## src/design/levr_params.svh

```systemverilog
// Constants for the LPC error logging and virtual wire reporting block.
//
// How it works
// - Serial interrupt forwarding stays off after reset until software enables it.
// - Enabling works the same before or after LPC interrupt sources are set up.
// - Four error wires: fatal, nonfatal, SMI, SCI, chosen by error-handling settings.
// - A posted error wire stays readable until software clears it by register.
// - eSPI reset also clears the fatal and nonfatal wires.
// - Platform or eSPI reset clears SMI and SCI; eSPI reset drives platform reset low.
// - Serial interrupt SMI is forwarded as seen, not recorded; platform reset clears it.
// - Each LPC error sets its own bit, non-posted and posted in separate logs.
// - Each error captures read or write and I/O or memory in an attribute register.
// - Each error captures the address; I/O loads two low bytes, memory all four.
// - Peripheral traffic goes to LPC, serial interrupts travel as virtual wires.
// - Every virtual wire is a single-bit state carried on the virtual wire channel.
// - eSPI configuration lives apart from internal registers, set only by eSPI commands.
// - Alert pin is driven only when enabled, else alert shows on line 1 when idle.
// - In x1 line 0 is input and line 1 output; in wider modes line 0 is LSB.
// - Lines 2 and 3 serve only quad mode, line 3 holding the MSB.
// - The eSPI reset is both eSPI power-on reset and host global reset.
// - No recognised sync within three LPC clocks means unclaimed; abandon the transfer.
// - A failed posted memory write never returns an unsuccessful completion.
`ifndef LEVR_PARAMS_SVH
`define LEVR_PARAMS_SVH

// -----------------------------------------------------------------
// Register offsets
// -----------------------------------------------------------------
`define LEVR_CTRL_OFS 8'h00
`define LEVR_VW_ERR_OFS 8'h04
`define LEVR_VW_EVT_OFS 8'h08
`define LEVR_LOG_NP_OFS 8'h0c
`define LEVR_LOG_P_OFS 8'h10
`define LEVR_ATTR_OFS 8'h14
`define LEVR_ADDR0_OFS 8'h18
`define LEVR_ADDR1_OFS 8'h1c
`define LEVR_ADDR2_OFS 8'h20
`define LEVR_ADDR3_OFS 8'h24
`define LEVR_STAT_OFS 8'h28

// -----------------------------------------------------------------
// Field positions and reset values
// -----------------------------------------------------------------
`define LEVR_LOG_UNC 0
`define LEVR_LOG_ABT 1
`define LEVR_LOG_CHK 2
`define LEVR_VW_FATAL 0
`define LEVR_VW_NONFATAL 1
`define LEVR_VW_SMI 2
`define LEVR_VW_SCI 3
`define LEVR_CTRL_RST 1'b0
`define LEVR_SYNC_RST 8'h20

// -----------------------------------------------------------------
// LPC sync codes and timing
// -----------------------------------------------------------------
`define LEVR_SYNC_READY 4'h0
`define LEVR_SYNC_SHORT 4'h5
`define LEVR_SYNC_LONG 4'h6
`define LEVR_SYNC_ERROR 4'ha
`define LEVR_NOSYNC_CLKS 2'd3

`endif

```

## src/design/levr_pkg.sv

```systemverilog
// Types shared by the LPC error reporting block.
package levr_pkg;
	typedef enum logic [1:0] {LEVR_IDLE, LEVR_WAIT_SYNC, LEVR_LONG_WAIT}
		levr_state_t;
	typedef enum logic [1:0] {LEVR_X1, LEVR_X2, LEVR_X4} levr_mode_t;
endpackage : levr_pkg

```

## src/design/levr_sync.sv

```systemverilog
// Two-flop synchroniser bank for inputs from outside the pclk domain.
`timescale 1ns/1ps
module levr_sync #(
	parameter int W = 8,
	parameter logic [W-1:0] RST_VAL = '0
) (
	input wire logic clk,
	input wire logic rst_n,
	input wire logic [W-1:0] d,
	output logic [W-1:0] q
);
	logic [W-1:0] meta;

	genvar i;
	generate
		for (i = 0; i < W; i++) begin : g_bit
			always_ff @(posedge clk or negedge rst_n) begin
				if (!rst_n) begin
					meta[i] <= RST_VAL[i];
					q[i] <= RST_VAL[i];
				end else begin
					meta[i] <= d[i];
					q[i] <= meta[i];
				end
			end
		end
	endgenerate
endmodule : levr_sync

```

## src/design/levr_top.sv

```systemverilog
// LPC error logging, error virtual wires and eSPI pin handling.
`timescale 1ns/1ps
`include "levr_params.svh"
module levr_top
	import levr_pkg::*;
(
	input wire logic pclk,
	input wire logic presetn,
	input wire logic [7:0] paddr,
	input wire logic psel,
	input wire logic penable,
	input wire logic pwrite,
	input wire logic [31:0] pwdata,
	output logic [31:0] prdata,
	output logic pready,
	output logic pslverr,
	input wire logic espi_clk,
	input wire logic espi_cs_n,
	input wire logic espi_rst_n,
	input wire logic plt_rst_n,
	input wire logic [3:0] io_in,
	output logic [3:0] io_out,
	output logic [3:0] io_oe,
	output logic alert_n,
	output logic alert_oe,
	input wire logic cfg_alert_pin_en,
	input wire logic [1:0] cfg_io_mode,
	input wire logic tx_en,
	input wire logic [3:0] tx_nibble,
	output logic rx_valid,
	output logic [3:0] rx_data,
	input wire logic vw_fetch,
	output logic [3:0] vw_state,
	output logic vw_alert,
	output logic plt_rst_out_n,
	input wire logic lpc_start,
	input wire logic lpc_tick,
	input wire logic [3:0] lpc_sync,
	input wire logic lpc_posted,
	input wire logic lpc_write,
	input wire logic lpc_mem,
	input wire logic [31:0] lpc_addr,
	input wire logic iochk_evt,
	input wire logic [3:0] err_vw_sel,
	input wire logic sirq_smi,
	output logic sirq_en,
	output logic lpc_abandon,
	output logic unsucc_cpl
);
	// -----------------------------------------------------------------
	// Synchronisers and resets
	// -----------------------------------------------------------------
	logic [7:0] sync_q;
	logic erst_ok, plt_ok, cs_s, clk_s, clk_prev;
	logic [3:0] io_s;

	levr_sync #(.W(8), .RST_VAL(`LEVR_SYNC_RST)) u_sync (
		.clk(pclk),
		.rst_n(presetn),
		.d({plt_rst_n, espi_rst_n, espi_cs_n, espi_clk, io_in}),
		.q(sync_q)
	);

	assign io_s = sync_q[3:0];
	assign clk_s = sync_q[4];
	assign cs_s = sync_q[5];
	assign erst_ok = sync_q[6];
	assign plt_ok = sync_q[7] & erst_ok;

	function automatic levr_mode_t mode_of(input logic [1:0] m);
		case (m)
			2'd1: mode_of = LEVR_X2;
			2'd2: mode_of = LEVR_X4;
			default: mode_of = LEVR_X1;
		endcase
	endfunction : mode_of

	// -----------------------------------------------------------------
	// LPC sync watcher
	// -----------------------------------------------------------------
	levr_state_t state, next_state;
	logic [1:0] nosync, next_nosync;
	logic hit_unc, hit_abt, hit_chk, hit_any, recog;
	logic next_abandon, next_unsucc;

	always_comb begin
		next_state = state;
		next_nosync = nosync;
		hit_unc = 1'b0;
		hit_abt = 1'b0;
		recog = (lpc_sync == `LEVR_SYNC_READY) ||
			(lpc_sync == `LEVR_SYNC_SHORT) ||
			(lpc_sync == `LEVR_SYNC_LONG) ||
			(lpc_sync == `LEVR_SYNC_ERROR);
		unique case (state)
			LEVR_IDLE: begin
				if (lpc_start) begin
					next_state = LEVR_WAIT_SYNC;
					next_nosync = 2'd0;
				end
			end
			LEVR_WAIT_SYNC: begin
				if (lpc_tick) begin
					if (lpc_sync == `LEVR_SYNC_READY) begin
						next_state = LEVR_IDLE;
					end else if (lpc_sync == `LEVR_SYNC_ERROR) begin
						hit_abt = 1'b1;
						next_state = LEVR_IDLE;
					end else if (recog) begin
						next_state = LEVR_LONG_WAIT;
					end else if (nosync == `LEVR_NOSYNC_CLKS - 2'd1) begin
						hit_unc = 1'b1;
						next_state = LEVR_IDLE;
					end else begin
						next_nosync = nosync + 2'd1;
					end
				end
			end
			LEVR_LONG_WAIT: begin
				if (lpc_tick) begin
					if (lpc_sync == `LEVR_SYNC_READY) begin
						next_state = LEVR_IDLE;
					end else if (lpc_sync == `LEVR_SYNC_ERROR) begin
						hit_abt = 1'b1;
						next_state = LEVR_IDLE;
					end else if (!recog) begin
						hit_unc = 1'b1;
						next_state = LEVR_IDLE;
					end
				end
			end
		endcase
		// IOCHK during a transfer is logged but does not end the cycle.
		hit_chk = iochk_evt && (state != LEVR_IDLE);
		hit_any = hit_unc | hit_abt | hit_chk;
		next_abandon = hit_unc | hit_abt;
		next_unsucc = (hit_unc | hit_abt) & ~lpc_posted;
	end

	always_ff @(posedge pclk or negedge presetn) begin
		if (!presetn) begin
			state <= LEVR_IDLE;
			nosync <= 2'd0;
			lpc_abandon <= 1'b0;
			unsucc_cpl <= 1'b0;
		end else begin
			state <= next_state;
			nosync <= next_nosync;
			lpc_abandon <= next_abandon;
			unsucc_cpl <= next_unsucc;
		end
	end

	// -----------------------------------------------------------------
	// Logs, capture and virtual wires
	// -----------------------------------------------------------------
	logic [2:0] log_np, log_p, next_log_np, next_log_p, evbits;
	logic [1:0] attr, next_attr;
	logic [31:0] err_addr, next_err_addr;
	logic [3:0] vw_rec, next_vw_rec, vw_sent, next_vw_sent, next_vw_state;
	logic sirq_fwd, next_sirq_fwd, next_sirq_en;
	logic wr_acc;
	logic [3:0] set_vw;

	assign wr_acc = psel & penable & pwrite;

	always_comb begin
		next_log_np = log_np;
		next_log_p = log_p;
		next_attr = attr;
		next_err_addr = err_addr;
		next_vw_rec = vw_rec;
		next_vw_sent = vw_sent;
		next_sirq_en = sirq_en;
		evbits = {hit_chk, hit_abt, hit_unc};
		// Software clears first so that a same-cycle event wins.
		if (wr_acc) begin
			unique case (paddr)
				`LEVR_CTRL_OFS: next_sirq_en = pwdata[0];
				`LEVR_VW_ERR_OFS: next_vw_rec[1:0] = vw_rec[1:0] & ~pwdata[1:0];
				`LEVR_VW_EVT_OFS: next_vw_rec[3:2] = vw_rec[3:2] & ~pwdata[1:0];
				`LEVR_LOG_NP_OFS: next_log_np = log_np & ~pwdata[2:0];
				`LEVR_LOG_P_OFS: next_log_p = log_p & ~pwdata[2:0];
				default: ;
			endcase
		end
		if (hit_any) begin
			if (lpc_posted) begin
				next_log_p = next_log_p | evbits;
			end else begin
				next_log_np = next_log_np | evbits;
			end
			next_attr = {lpc_mem, lpc_write};
			next_err_addr[15:0] = lpc_addr[15:0];
			if (lpc_mem) begin
				next_err_addr[31:16] = lpc_addr[31:16];
			end
		end
		set_vw = (hit_any | iochk_evt) ? err_vw_sel : 4'h0;
		next_vw_rec = next_vw_rec | set_vw;
		if (!plt_ok) begin
			next_vw_rec[3:2] = 2'b00;
		end
		if (!erst_ok) begin
			next_vw_rec[1:0] = 2'b00;
		end
		// Serial IRQ SMI is a level copy only, never latched here.
		next_sirq_fwd = plt_ok & sirq_en & sirq_smi;
		next_vw_state = {vw_rec[3], vw_rec[2] | sirq_fwd, vw_rec[1:0]};
		if (!erst_ok) begin
			next_vw_sent = 4'h0;
		end else if (vw_fetch) begin
			next_vw_sent = vw_state;
		end
	end

	always_ff @(posedge pclk or negedge presetn) begin
		if (!presetn) begin
			log_np <= 3'h0;
			log_p <= 3'h0;
			attr <= 2'h0;
			err_addr <= 32'h0;
			vw_rec <= 4'h0;
			vw_sent <= 4'h0;
			vw_state <= 4'h0;
			sirq_fwd <= 1'b0;
			sirq_en <= `LEVR_CTRL_RST;
		end else begin
			log_np <= next_log_np;
			log_p <= next_log_p;
			attr <= next_attr;
			err_addr <= next_err_addr;
			vw_rec <= next_vw_rec;
			vw_sent <= next_vw_sent;
			vw_state <= next_vw_state;
			sirq_fwd <= next_sirq_fwd;
			sirq_en <= next_sirq_en;
		end
	end

	assign vw_alert = |(vw_state ^ vw_sent);

	// -----------------------------------------------------------------
	// APB read path
	// -----------------------------------------------------------------
	logic [31:0] next_prdata;
	logic mapped;

	always_comb begin
		next_prdata = 32'h0;
		mapped = 1'b1;
		unique case (paddr)
			`LEVR_CTRL_OFS: next_prdata[0] = sirq_en;
			`LEVR_VW_ERR_OFS: next_prdata[1:0] = vw_rec[1:0];
			`LEVR_VW_EVT_OFS: next_prdata[1:0] = vw_rec[3:2];
			`LEVR_LOG_NP_OFS: next_prdata[2:0] = log_np;
			`LEVR_LOG_P_OFS: next_prdata[2:0] = log_p;
			`LEVR_ATTR_OFS: next_prdata[1:0] = attr;
			`LEVR_ADDR0_OFS: next_prdata[7:0] = err_addr[7:0];
			`LEVR_ADDR1_OFS: next_prdata[7:0] = err_addr[15:8];
			`LEVR_ADDR2_OFS: next_prdata[7:0] = err_addr[23:16];
			`LEVR_ADDR3_OFS: next_prdata[7:0] = err_addr[31:24];
			`LEVR_STAT_OFS: next_prdata[5:0] = {vw_state, plt_ok, erst_ok};
			default: mapped = 1'b0;
		endcase
	end

	always_ff @(posedge pclk or negedge presetn) begin
		if (!presetn) begin
			prdata <= 32'h0;
		end else if (psel && !penable) begin
			prdata <= next_prdata;
		end
	end

	assign pready = 1'b1;
	assign pslverr = psel & penable & ~mapped;

	// -----------------------------------------------------------------
	// eSPI pins
	// -----------------------------------------------------------------
	logic [3:0] next_io_out, next_io_oe, next_rx_data;
	logic next_rx_valid, next_alert_n, next_alert_oe, next_plt_out;
	logic clk_rise, clk_fall;
	levr_mode_t mode;

	assign mode = mode_of(cfg_io_mode);
	assign clk_rise = clk_s & ~clk_prev;
	assign clk_fall = ~clk_s & clk_prev;

	always_comb begin
		next_io_out = io_out;
		next_io_oe = io_oe;
		next_rx_data = rx_data;
		next_rx_valid = 1'b0;
		next_alert_oe = cfg_alert_pin_en;
		next_alert_n = ~(vw_alert & cfg_alert_pin_en);
		next_plt_out = plt_ok;
		if (!erst_ok) begin
			next_io_oe = 4'h0;
			next_io_out = 4'h0;
		end else if (cs_s) begin
			// Idle bus: line 1 may carry the alert level.
			next_io_oe = {2'b00, ~cfg_alert_pin_en, 1'b0};
			next_io_out = {2'b00, ~vw_alert, 1'b0};
		end else begin
			if (clk_rise) begin
				next_rx_valid = 1'b1;
				unique case (mode)
					LEVR_X1: next_rx_data = {3'b000, io_s[0]};
					LEVR_X2: next_rx_data = {2'b00, io_s[1:0]};
					LEVR_X4: next_rx_data = io_s;
				endcase
			end
			if (clk_fall) begin
				unique case (mode)
					LEVR_X1: begin
						next_io_oe = {2'b00, tx_en, 1'b0};
						next_io_out = {2'b00, tx_nibble[0], 1'b0};
					end
					LEVR_X2: begin
						next_io_oe = {2'b00, tx_en, tx_en};
						next_io_out = {2'b00, tx_nibble[1:0]};
					end
					LEVR_X4: begin
						next_io_oe = {4{tx_en}};
						next_io_out = tx_nibble;
					end
				endcase
			end
		end
	end

	always_ff @(posedge pclk or negedge presetn) begin
		if (!presetn) begin
			clk_prev <= 1'b0;
			io_out <= 4'h0;
			io_oe <= 4'h0;
			rx_data <= 4'h0;
			rx_valid <= 1'b0;
			alert_n <= 1'b1;
			alert_oe <= 1'b0;
			plt_rst_out_n <= 1'b0;
		end else begin
			clk_prev <= clk_s;
			io_out <= next_io_out;
			io_oe <= next_io_oe;
			rx_data <= next_rx_data;
			rx_valid <= next_rx_valid;
			alert_n <= next_alert_n;
			alert_oe <= next_alert_oe;
			plt_rst_out_n <= next_plt_out;
		end
	end
endmodule : levr_top
```

## config.mk

```make
export PLATFORM = sky130hd
export DESIGN_NAME = levr_top
export DESIGN_NICKNAME = d
export VERILOG_FILES = /design/src/design/levr_pkg.sv /design/src/design/levr_sync.sv /design/src/design/levr_top.sv
export VERILOG_INCLUDE_DIRS = /design/src /design/src/design
export SDC_FILE = /design/constraint.sdc
export NUM_CORES = 1
export LEC_CHECK = 0
export BUFFER_PORTS_ARGS = -buffer_cell sky130_fd_sc_hd__buf_2
export CAP_MARGIN = 20
export CORE_MARGIN = 2
export CORE_UTILIZATION = 45
export CTS_CLUSTER_DIAMETER = 60
export DETAILED_ROUTE_END_ITERATION = 10
export GPL_TIMING_DRIVEN = 0
export PLACE_DENSITY = 0.73
export SYNTH_ARGS = -nofsm -noshare
export SYNTH_HDL_FRONTEND = slang
export SYNTH_HIERARCHICAL = 1
export SYNTH_SLANG_ARGS = --single-unit
export TNS_END_PERCENT = 30
```

## constraint.sdc

```tcl
create_clock -name pclk -period 2.9 [get_ports pclk]
set_clock_uncertainty 0.05 [all_clocks]
set_input_delay 0.58 -clock pclk [delete_from_list [all_inputs] [get_ports pclk]]
set_output_delay 0.58 -clock pclk [all_outputs]
set_load 0.005 [all_outputs]
```

**Word-level counts from Yosys, hierarchy flattened**

Index checks and enable logic that the tools add are counted.

- Bits in registers: 101
- Bits of input ports: 109
- Output and inout bits: 58

- Add/sub/neg operators: 1
- Eq/ne operators: 31
- Multiplexer cells: 67
- Bitwise logic cells: 32
- Reduce and logical (&&, ||, !) cells: 20

Operators with widths:

| kind | number |
|---|---|
| 2-bit two-way mux | 20 |
| 4-bit two-way mux | 10 |
| 4-bit case mux with 3 select lines | 3 |
| 8-bit by 5-bit equality test with 1-bit output (second input constant) | 4 |
| 8-bit by 6-bit equality test with 1-bit output (second input constant) | 3 |
| 3-bit two-way mux | 8 |
| 1-bit two-way mux | 17 |
| 8-bit by 4-bit equality test with 1-bit output (second input constant) | 2 |
| 2-bit != test (second input constant) | 8 |
| 3-bit case mux with 5 select lines | 1 |
| 1-bit case mux with 11 select lines | 1 |
| 11-bit OR reduction | 1 |
| 1-bit AND | 10 |
| 1-bit case mux with 10 select lines | 1 |
| 2-bit equality test (second input constant) | 4 |
| 4-bit by 3-bit equality test with 1-bit output (second input constant) | 2 |
| 8-bit by 3-bit equality test with 1-bit output (second input constant) | 1 |
| 8-bit zero test | 1 |
| 1-bit NOT | 8 |
| 2-bit case mux with 2 select lines | 2 |
| 2-bit case mux with 4 select lines | 1 |
| 1-bit case mux with 7 select lines | 1 |
| 7-bit AND reduction | 1 |
| 3-bit AND | 2 |
| other kinds (26) | 39 |

**Logic depth before layout (Yosys ltp)**

Gate-level depths: netlist (run 1).

- Depth in word-level cells: 15
- Gate-level depth with buffers: 8
- Gate-level depth less buffers: 7

**Modules after synthesis**

The synthesis (run 1) kept the hierarchy.

By module, submodules not included:

| module | times used | cells each | area each (µm²) | sequential area each (µm²) |
|---|---|---|---|---|
| levr_top | 1 | 409 | 4332.9 | 2103.3 |
| levr_sync | 1 | 16 | 402.9 | 402.9 |

**Worst setup path after synthesis (run 1)**

Ideal clock, no wire load.

- Kind: register to register
- From: register state[1]
- To: register err_addr[22]
- Setup time: 125 ps
- Arrival: 2093 ps
- Path slack: 632 ps
- Stages on the path, launching flop included: 9
- Buffers on the path: 1
- Period minus slack after synthesis: 2268 ps
- Cells stage by stage: dfrtp_1 inv_1 ha_1 nand2_1 or3_4 o211ai_4 nand2_4 buf_12 mux2_4

- Longest elaborated chain between the ends: 6
- Elaborated cells between the ends (all ways): 10
- Those cells by class: eq/ne: 2; mux: 2; bitwise: 2; reduce/logical: 4

Ends and longest elaborated chain:

| what | line | text |
|---|---|---|
| start: declaration | levr_top.sv:81 | `levr_state_t state, next_state;` |
| start signal: assignment | levr_top.sv:147 | `state <= next_state;` |
| 2-bit equality test or 2-bit by 1-bit equality test with 1-bit output (tied branches) | levr_top.sv:95 | `unique case (state)` |
| 2-bit OR reduction (no source line) | - |  |
| 1-bit two-way mux | - |  |
| 1-bit OR | levr_top.sv:135 | `hit_any = hit_unc \| hit_abt \| hit_chk;` |
| 1-bit OR (*) | levr_top.sv:135 |  |
| 2-bit AND reduction (no source line) (*) | - |  |
| end signal: assignment | levr_top.sv:232 | `err_addr <= next_err_addr;` |
| end: declaration | levr_top.sv:159 | `logic [31:0] err_addr, next_err_addr;` |

Mark *: on every way between the ends. The rest lies on a longest branch, timed or not.
A chain may end at the register's enable or synchronous reset.

**Final worst setup path (run 1)**

- From: input port paddr[1]
- To: output port pslverr

- Longest elaborated chain between the ends: 5
- Elaborated cells between the ends (all ways): 15
- Those cells by class: eq/ne: 10; mux: 1; bitwise: 2; reduce/logical: 2

Ends and longest elaborated chain:

| what | line | text |
|---|---|---|
| start: declaration | levr_top.sv:9 | `input wire logic [7:0] paddr,` |
| 8-bit by 6-bit equality test with 1-bit output (tied with other cells) | levr_top.sv:252 | `unique case (paddr)` |
| 11-bit OR reduction (no source line) (*) | - |  |
| 1-bit two-way mux (*) | levr_top.sv:252 |  |
| 1-bit NOT (*) | levr_top.sv:277 | `assign pslverr = psel & penable & ~mapped;` |
| 1-bit AND (*) | levr_top.sv:277 |  |
| end: declaration | levr_top.sv:16 | `output logic pslverr,` |

Marked as above.

==> metrics.md, run 1 <==
| Metric | Value |
|---|---|
| Most used cell, CP | `nor2_1` |
| Fmax | `0.375 GHz` |
| Die H | `between 100 and 150 um` |
| Sink Count | `100` |
| N_diodes | `0` |
| Cts-stage hold buffer count | `0` |
| Mux contribution to synthesized area | `13.7%` |
| First-pass GRT wire length | `17.2 mm` |
| Worst-margin pin slew | `0.884 ns` |
| Initial antenna violation count | `0` |
| Simple-gate share of the synthesized area | `between 10% and 20%` |
| Cts bufs inserted | `9` |
| DR iter-0 viols | `218` |
| Complex-gate fraction of the synthesized area | `10.4%` |
| Pint | `0.00273 W` |
| Routed WL | `10.9 mm` |
| Largest family of logic cells by synthesized area | `multiplexers` |
| Post-DR wirelength/cell | `15.2 um` |
| CTS tree | `done` |
| Seq pwr share | `between 50 and 60%` |
| CP cell instances | `buf_2, nor2_1, clkbuf_1, nand2_1, nor2_1, nor2_1, buf_2` |
| Port bufs | `110` |
| Sequential area share after synthesis | `52.9%` |
| Number of enable flip-flop cells after synthesis | `0` |
| Post-Syn Area | `0.00474 mm^2` |
| Leak | `2.85 nW` |
| Minimum clock period | `2.67 ns` |
| Vias in the first global route | `3534` |
| Final #Nets | `around 690` |
| Pin count of the biggest net entering global routing | `64` |
| Post-Syn Instances | `between 400 and 500` |
| Synth Area in XOR/XNOR | `1.11%` |
| CTS max path bufs | `2` |
| Vias | `about 3500` |
| Synth Flop Type | `dfrtp_1` |
| Layout cells sized above 1 | `35.9%` |
| Core area | `0.0103 mm^2` |
| Number of fillers in the final layout | `912` |
| Crit Path Class | `in -> out` |
| Status | `finished clean` |
| Fin crit share | `92.0%` |
| Slew Limit Fails | `0` |
| Critical path data required time | `2.27 ns` |
| Yosys reg bits | `100` |
| GRT Total Usage | `19.5%` |
| Die Area | `0.0114 mm^2` |
| Vias/cell | `~5.0` |
| Sw Share | `between 20% and 30%` |
| Slew margin rel. | `40.2%` |
| Fraction of registers with async set/reset | `between 90% and 100%` |
| Drt pass-1 iters | `5` |
| CP arrival | `2.04 ns` |
| Number of routed nets with antenna violations | `0` |
| Endpoints failing hold | `0` |
| Critical path endpoint category | `primary output` |
| Avg Cell Area, Syn | `11.1 um^2` |
| Area growth, synth to finish | `22.1%` |
| Hpwl dp | `8.40 mm` |
| Initial Util | `between 40% and 50%` |
| Post-Synth Adder-Cell Area | `1.59%` |
| Crit-path slowest cell | `clkbuf_1` |
| Clock Pin Slew Worst Setup and Hold Paths | `0.09 ns` |
| Root buffer cell | `clkbuf_8` |
| Worst-Skew Late Latency | `0.36 ns` |
| Fin Setup TNS | `0 ns` |
| Num rows | `37` |
| Maximum vdd ir drop | `0.322 mV` |
| Reg2Reg Setup Slack | `about 0.36 ns` |
| Final setup violation count | `0` |
| Logic pwr share | `26.5%` |
| Crit Path Max Fanout | `10` |
| Yosys cell types | `58` |
| Hold Path Class | `in -> async` |
| Worst Setup Start Kind | `primary input` |
| Global route overflow | `0` |
| Routability cong. | `0.897` |
| R2R depth | `8` |
| Io pins | `roughly 170` |
| Unrepaired setup endpoints after global routing | `no` |
| P_sw | `0.00111 W` |
| Clock group share of total power | `23.5%` |
| Crit-path max cell delay | `0.38 ns` |
| Max H-tree Level | `3` |
| Die X | `107 um` |
| Total Power | `0.00385 W` |
| YS warnings | `6` |
| Residual DRC | `0` |
| PwrDens | `665 mW/mm^2` |
| Max-cap violations | `0` |
[metrics by stage]
stage / utilization, % / setup slack [ns] / std cells / instance area [um^2] / hold slack [ns]
6_report: 56.3 / 0.231 / 712 / 5780 / 0.128
5_1_grt: 56.3 / 0.108 / 712 / 5780 / 0.157
4_1_cts: 56.2 / 0.0988 / 711 / 5780 / 0.133
3_5_place_dp: 54.2 / 0.130 / 695 / 5570 / 0.285
3_3_place_gp: 53.9 / 0.125 / 694 / 5540 / 0.281
2_1_floorplan: - / 0.632 / 448 / 4820 / 0.234
[cell families after synthesis]
logic type | count (synthesis)
DFF | 100
AOI/OAI and AO/OA | 77
buffers and inverters | 55
other | 2
muxes | 57
adders and majority gates | 6
and+or+nand+nor | 122
xor gates and xnor gates | 6
[cells in the mapped netlist, types with 3 or more instances]
| cell | count | area, um^2 |
|---|---|---|
| dfrtp_1 | 97 | 2430 |
| nand2_1 | 42 | 158 |
| o21ai_0 | 34 | 170 |
| mux2_2 | 28 | 315 |
| buf_4 | 26 | 195 |
| mux2i_1 | 20 | 200 |
| nand3_1 | 19 | 95.1 |
| nor2_1 | 19 | 71.3 |
| a21oi_1 | 14 | 70.1 |
| inv_1 | 14 | 52.6 |
| clkbuf_1 | 10 | 37.5 |
| mux2_4 | 9 | 135 |
| nor2b_1 | 8 | 50.1 |
| nor3_1 | 7 | 35.0 |
| ha_1 | 6 | 75.1 |
| xnor2_1 | 5 | 43.8 |
| and3_1 | 4 | 25.0 |
| nand4_1 | 4 | 25.0 |
| a22oi_1 | 3 | 22.5 |
| a31oi_1 | 3 | 18.8 |
| a32o_1 | 3 | 30.0 |
| dfstp_2 | 3 | 78.8 |
| nand2b_1 | 3 | 18.8 |
[sequential cells by signal, indices dropped and copies added (netlist names), 8 cells and up]
signal	cells
prdata	8
u_sync/meta	8
u_sync/q	8
err_addr	32
[power by group through the flow]
| stage | clock, W | combinational (W) | sequential, W |
|---|---|---|---|
| after global placement | 0 | 0.000964 | 0.00193 |
| after CTS | 0.000918 | 0.00102 | 0.00193 |
| final | 0.000902 | 0.00102 | 0.00193 |
| after floorplan | 0 | 0.000750 | 0.00188 |
| after detailed placement | 0 | 0.00102 | 0.00195 |
| after global routing | 0.000978 | 0.00112 | 0.00197 |
[metal layers]
layer  vias to the layer above  global-route usage [%]  part of all wire [%]
met3                        11                    3.83                   6.0
met2                       119                    31.5                    49
li1                       1726                       -                     -
met4                         0                    6.96                   1.6
met5                         -                       0                     0
met1                      1692                    26.2                    44
[worst max-delay path, delay by kind of cell]
| kind | cells | cell delay (ns) |
|---|---|---|
| buf+inv | 3 | 0.60 |
| simple gates | 4 | 0.84 |
[final cells by class]
type | count | area (um^2) | share of cell area, %
Clock buffer | 12 | 155 | 2.68
Buffer | 41 | 278 | 4.80
Multi-Input combinational cell | 293 | 1990 | 34.4
Sequential cell | 100 | 2510 | 43.3
Tap cell | 136 | 170 | 2.94
Timing Repair Buffer | 112 | 586 | 10.1
Inverter | 14 | 52.6 | 0.909
Clock inverter | 4 | 47.5 | 0.822
[path summary, 6_finish.rpt]
path	start	to
setup / recovery	paddr[1]	pslverr
hold / removal	presetn	rx_valid
setup reg to reg	state[0]	err_addr[29]
hold reg to reg	u_sync/meta[4]	u_sync/q[4]
max in group asynchronous	presetn	err_addr[11]
min in group pclk	espi_rst_n	u_sync/meta[6]
[placed cells by master, fill, tap and decap left out, types with 4 or more instances in the layout]
| cell type | netlist | routed |
|---|---|---|
| nor2b_1 | 8 | 8 |
| xnor2_1 | 5 | 5 |
| nor2_1 | 19 | 19 |
| a21oi_1 | 14 | 14 |
| mux2i_1 | 20 | 20 |
| and3_1 | 4 | 4 |
| o21ai_0 | 34 | 34 |
| mux2_4 | 9 | 9 |
| clkbuf_1 | 10 | 11 |
| ha_1 | 6 | 6 |
| nor3_1 | 7 | 7 |
| nand4_1 | 4 | 4 |
| conb_1 | 2 | 25 |
| mux2_2 | 28 | 28 |
| nand2_1 | 42 | 42 |
| dfrtp_1 | 97 | 97 |
| clkbuf_8 | 0 | 11 |
| nand3_1 | 19 | 19 |
| inv_1 | 14 | 14 |
| buf_4 | 26 | 27 |
| buf_2 | 1 | 110 |
[what timing repair did]
item                       4_1_cts  5_1_grt
setup endpoints to repair        0        1
gates resized for setup          0        1
buffers inserted                 0        0
Note: power is estimated with default switching activity, not from simulation.
==> run 2: changes to the inputs <==
--- a/config.mk
+++ b/config.mk
@@ -6,6 +6,7 @@
 export SDC_FILE = /design/constraint.sdc
 export NUM_CORES = 1
 export LEC_CHECK = 0
+export ABC_AREA = 1
 export BUFFER_PORTS_ARGS = -buffer_cell sky130_fd_sc_hd__buf_2
 export CAP_MARGIN = 20
 export CORE_MARGIN = 2
==> run 2 against run 1 <==
Synthesized area is 0.85% higher. Design area up 1.3%. Critical path depth grew 3. Critical endpoint unchanged. Largest cell class unchanged.
==> metrics.md, run 2 <==
| Metric | Value |
|---|---|
| DR iter-0 viols | `247` |
| Largest family of logic cells by synthesized area | `simple AND/OR/NAND/NOR gates` |
| Clock Pin Slew Worst Setup and Hold Paths | `0.09 ns` |
| Most frequent cells in the layout | `161 x nand2_1, 110 x buf_2, 97 x dfrtp_1` |
| Sw Share | `a little under a third` |
| CP arrival | `1.85 ns` |
| P_sw | `about 0.0012 W` |
| Post-Synth Adder-Cell Area | `1.57%` |
| Fraction of registers with async set/reset | `100%` |
| Yosys cell types | `35` |
| Drt pass-1 iters | `6` |
| Final #Nets | `825` |
| Final setup violation count | `0` |
| Routability cong. | `0.928` |
| Post-DR wirelength/cell | `13.3 um` |
| Largest area contributor in the synthesized netlist | `dfrtp_1` |
| Max-cap violations | `0` |
| Die Area | `0.0115 mm^2` |
| Synth Area in XOR/XNOR | `0.734%` |
| Initial antenna violation count | `0` |
| Number of routed nets with antenna violations | `0` |
| CTS tree | `done` |
| Worst-Skew Late Latency | `0.36 ns` |
| Sink Count | `100` |
| Most common cell in the netlist | `nand2_1` |
| GRT Total Usage | `between 20% and 30%` |
| Io pins | `167` |
| Util after Layout | `56.7%` |
| Critical path endpoint category | `primary output` |
| PwrDens | `650 mW/mm^2` |
| Cts-stage hold buffer count | `0` |
| N_diodes | `0` |
| Synth top area cells | `dfrtp_1 51%, nand2_1 13%, nand3_1 5.3%` |
| Residual DRC | `0` |
| Max H-tree Level | `3` |
| Max reg flops | `32` |
| Port bufs | `111` |
| Routed WL | `11.3 mm` |
| Cts bufs inserted | `9` |
| Global route overflow | `0` |
| Crit Path Max Fanout | `7` |
| Register name with the most flops | `err_addr` |
| Hold Slack | `roughly 0.1 ns` |
| Post-CTS Setup Inserts | `0` |
| Fmax | `between 0.4 and 0.5 GHz` |
| Initial Util | `46.3%` |
| Unrepaired setup endpoints after global routing | `no` |
| Clock group share of total power | `27.0%` |
| Leak | `3.18 nW` |
| Sequential area share after synthesis | `52.5%` |
| Worst Slack Setup Final | `0.416 ns` |
| Die X | `107 um` |
| YS warnings | `6` |
| Root buffer cell | `clkbuf_8` |
| Worst Setup Start Kind | `primary input` |
| Pre-CTS WS | `0.438 ns` |
| Vias in the first global route | `between 3000 and 4000` |
| Commonest non-fill, non-tap cell in the layout | `nand2_1` |
| Number of enable flip-flop cells after synthesis | `0` |
| Die H | `107 um` |
| Hpwl dp | `8.68 mm` |
| Synth Flop Type | `dfrtp_1` |
| Vias/cell | `4.80` |
| Slew margin rel. | `roughly 64%` |
| Seq pwr share | `49.5%` |
| Worst-margin pin slew | `between 0.5 and 0.6 ns` |
| First-pass GRT wire length | `18.4 mm` |
| Fin crit share | `85.7%` |
| Layout cells sized above 1 | `around 28%` |
| Hold Path Class | `in -> async` |
| Synth top cells by count | `161 x nand2_1, 97 x dfrtp_1, 55 x inv_1` |
| Area growth, synth to finish | `22.6%` |
| Slew Limit Fails | `0` |
| Vias | `4087` |
| Core area | `between 0.01 and 0.015 mm^2` |
| Mux contribution to synthesized area | `0.236%` |
| Pin count of the biggest net entering global routing | `71` |
| Cells resized by post-CTS repair | `0` |
| Endpoints failing hold | `0` |
| CTS max path bufs | `2` |
| Avg Cell Area, Syn | `8.47 um^2` |
| Maximum vdd ir drop | `about 0.38 mV` |
| Post-Syn Instances | `approximately 560` |
| Num rows | `37` |
| Minimum clock period | `2.48 ns` |
| Status | `finished clean` |
| Pint | `~0.0026 W` |
| Logic pwr share | `23.5%` |
| Crit Path Class | `in -> out` |
| Yosys top cell area share | `50.8%` |
| Fin Setup TNS | `0 ns` |
| Post-Syn Area | `0.00478 mm^2` |
| Complex-gate fraction of the synthesized area | `7.94%` |
| Simple-gate share of the synthesized area | `about a quarter` |
| Critical path data required time | `~2.3 ns` |
| Yosys reg bits | `100` |
[run 2: power groups by stage]
stage	combinational (W)	sequential, W	clock [W]
after floorplan	0.000617	0.00187	0
after global placement	0.000851	0.00190	0
after detailed placement	0.000894	0.00191	0
after CTS	0.000901	0.00189	0.00105
after global routing	0.00104	0.00192	0.00110
final	0.000894	0.00189	0.00103
[run 2: worst paths after layout]
path,cells past startpoint,slack (ns),endpoint,start
worst max-delay path,10,0.42,pslverr,paddr[2]
worst min-delay path,1,0.1,alert_oe,presetn
worst max register to register,10,1.00,err_addr[26],state[0]
worst min register to register,0,0.30,u_sync/q[1],u_sync/meta[1]
max in group asynchronous,2,2.01,err_addr[11],presetn
min in group pclk,1,0.27,u_sync/meta[5],espi_cs_n
[run 2: metal layers]
| metal | track usage [%] | vias to the layer above | routed length [um] |
|---|---|---|---|
| li1 | - | 2027 | - |
| met1 | 26.7 | 1889 | 4960 |
| met2 | 33.5 | 154 | 5440 |
| met3 | 3.83 | 17 | 703 |
| met4 | 8.72 | 0 | 227 |
| met5 | 0 | - | 0 |
[run 2: logic make-up (layout without fill, tap and decap cells)]
kind of cell	after synthesis	count (layout)
and+or+nand+nor	284	284
DFF	100	100
buffers and inverters	96	224
AOI/OAI and AO/OA	71	71
adders and majority gates	6	6
xor gates and xnor gates	4	4
other	2	25
muxes	1	1
[run 2: through the flow]
| stage | instances | cell area [um^2] | total power, W |
|---|---|---|---|
| floorplan | 587 | 4860 | 0.00249 |
| global placement | 834 | 5590 | 0.00275 |
| detailed placement | 835 | 5620 | 0.00281 |
| CTS | 851 | 5860 | 0.00384 |
| global route | 851 | 5860 | 0.00407 |
| finish | 851 | 5860 | 0.00381 |
[run 2: area by class of cell]
cell class	count	area (um^2)
flip-flops and latches	100	2510
plain buffers	36	275
inverters	60	225
repair buffers	112	586
multi-input cells	391	1860
well taps	136	170
clock buffers	13	169
clock inverters	3	68.8
fillers	967	4470
[run 2: critical path, cell delays in order]
cell	delay [ns]
buf_2	0.14
inv_1	0.08
nand2_1	0.07
nor2_2	0.24
nand2_1	0.26
nand2_1	0.12
nor3_1	0.05
nand3_1	0.11
nor2_1	0.06
buf_2	0.13
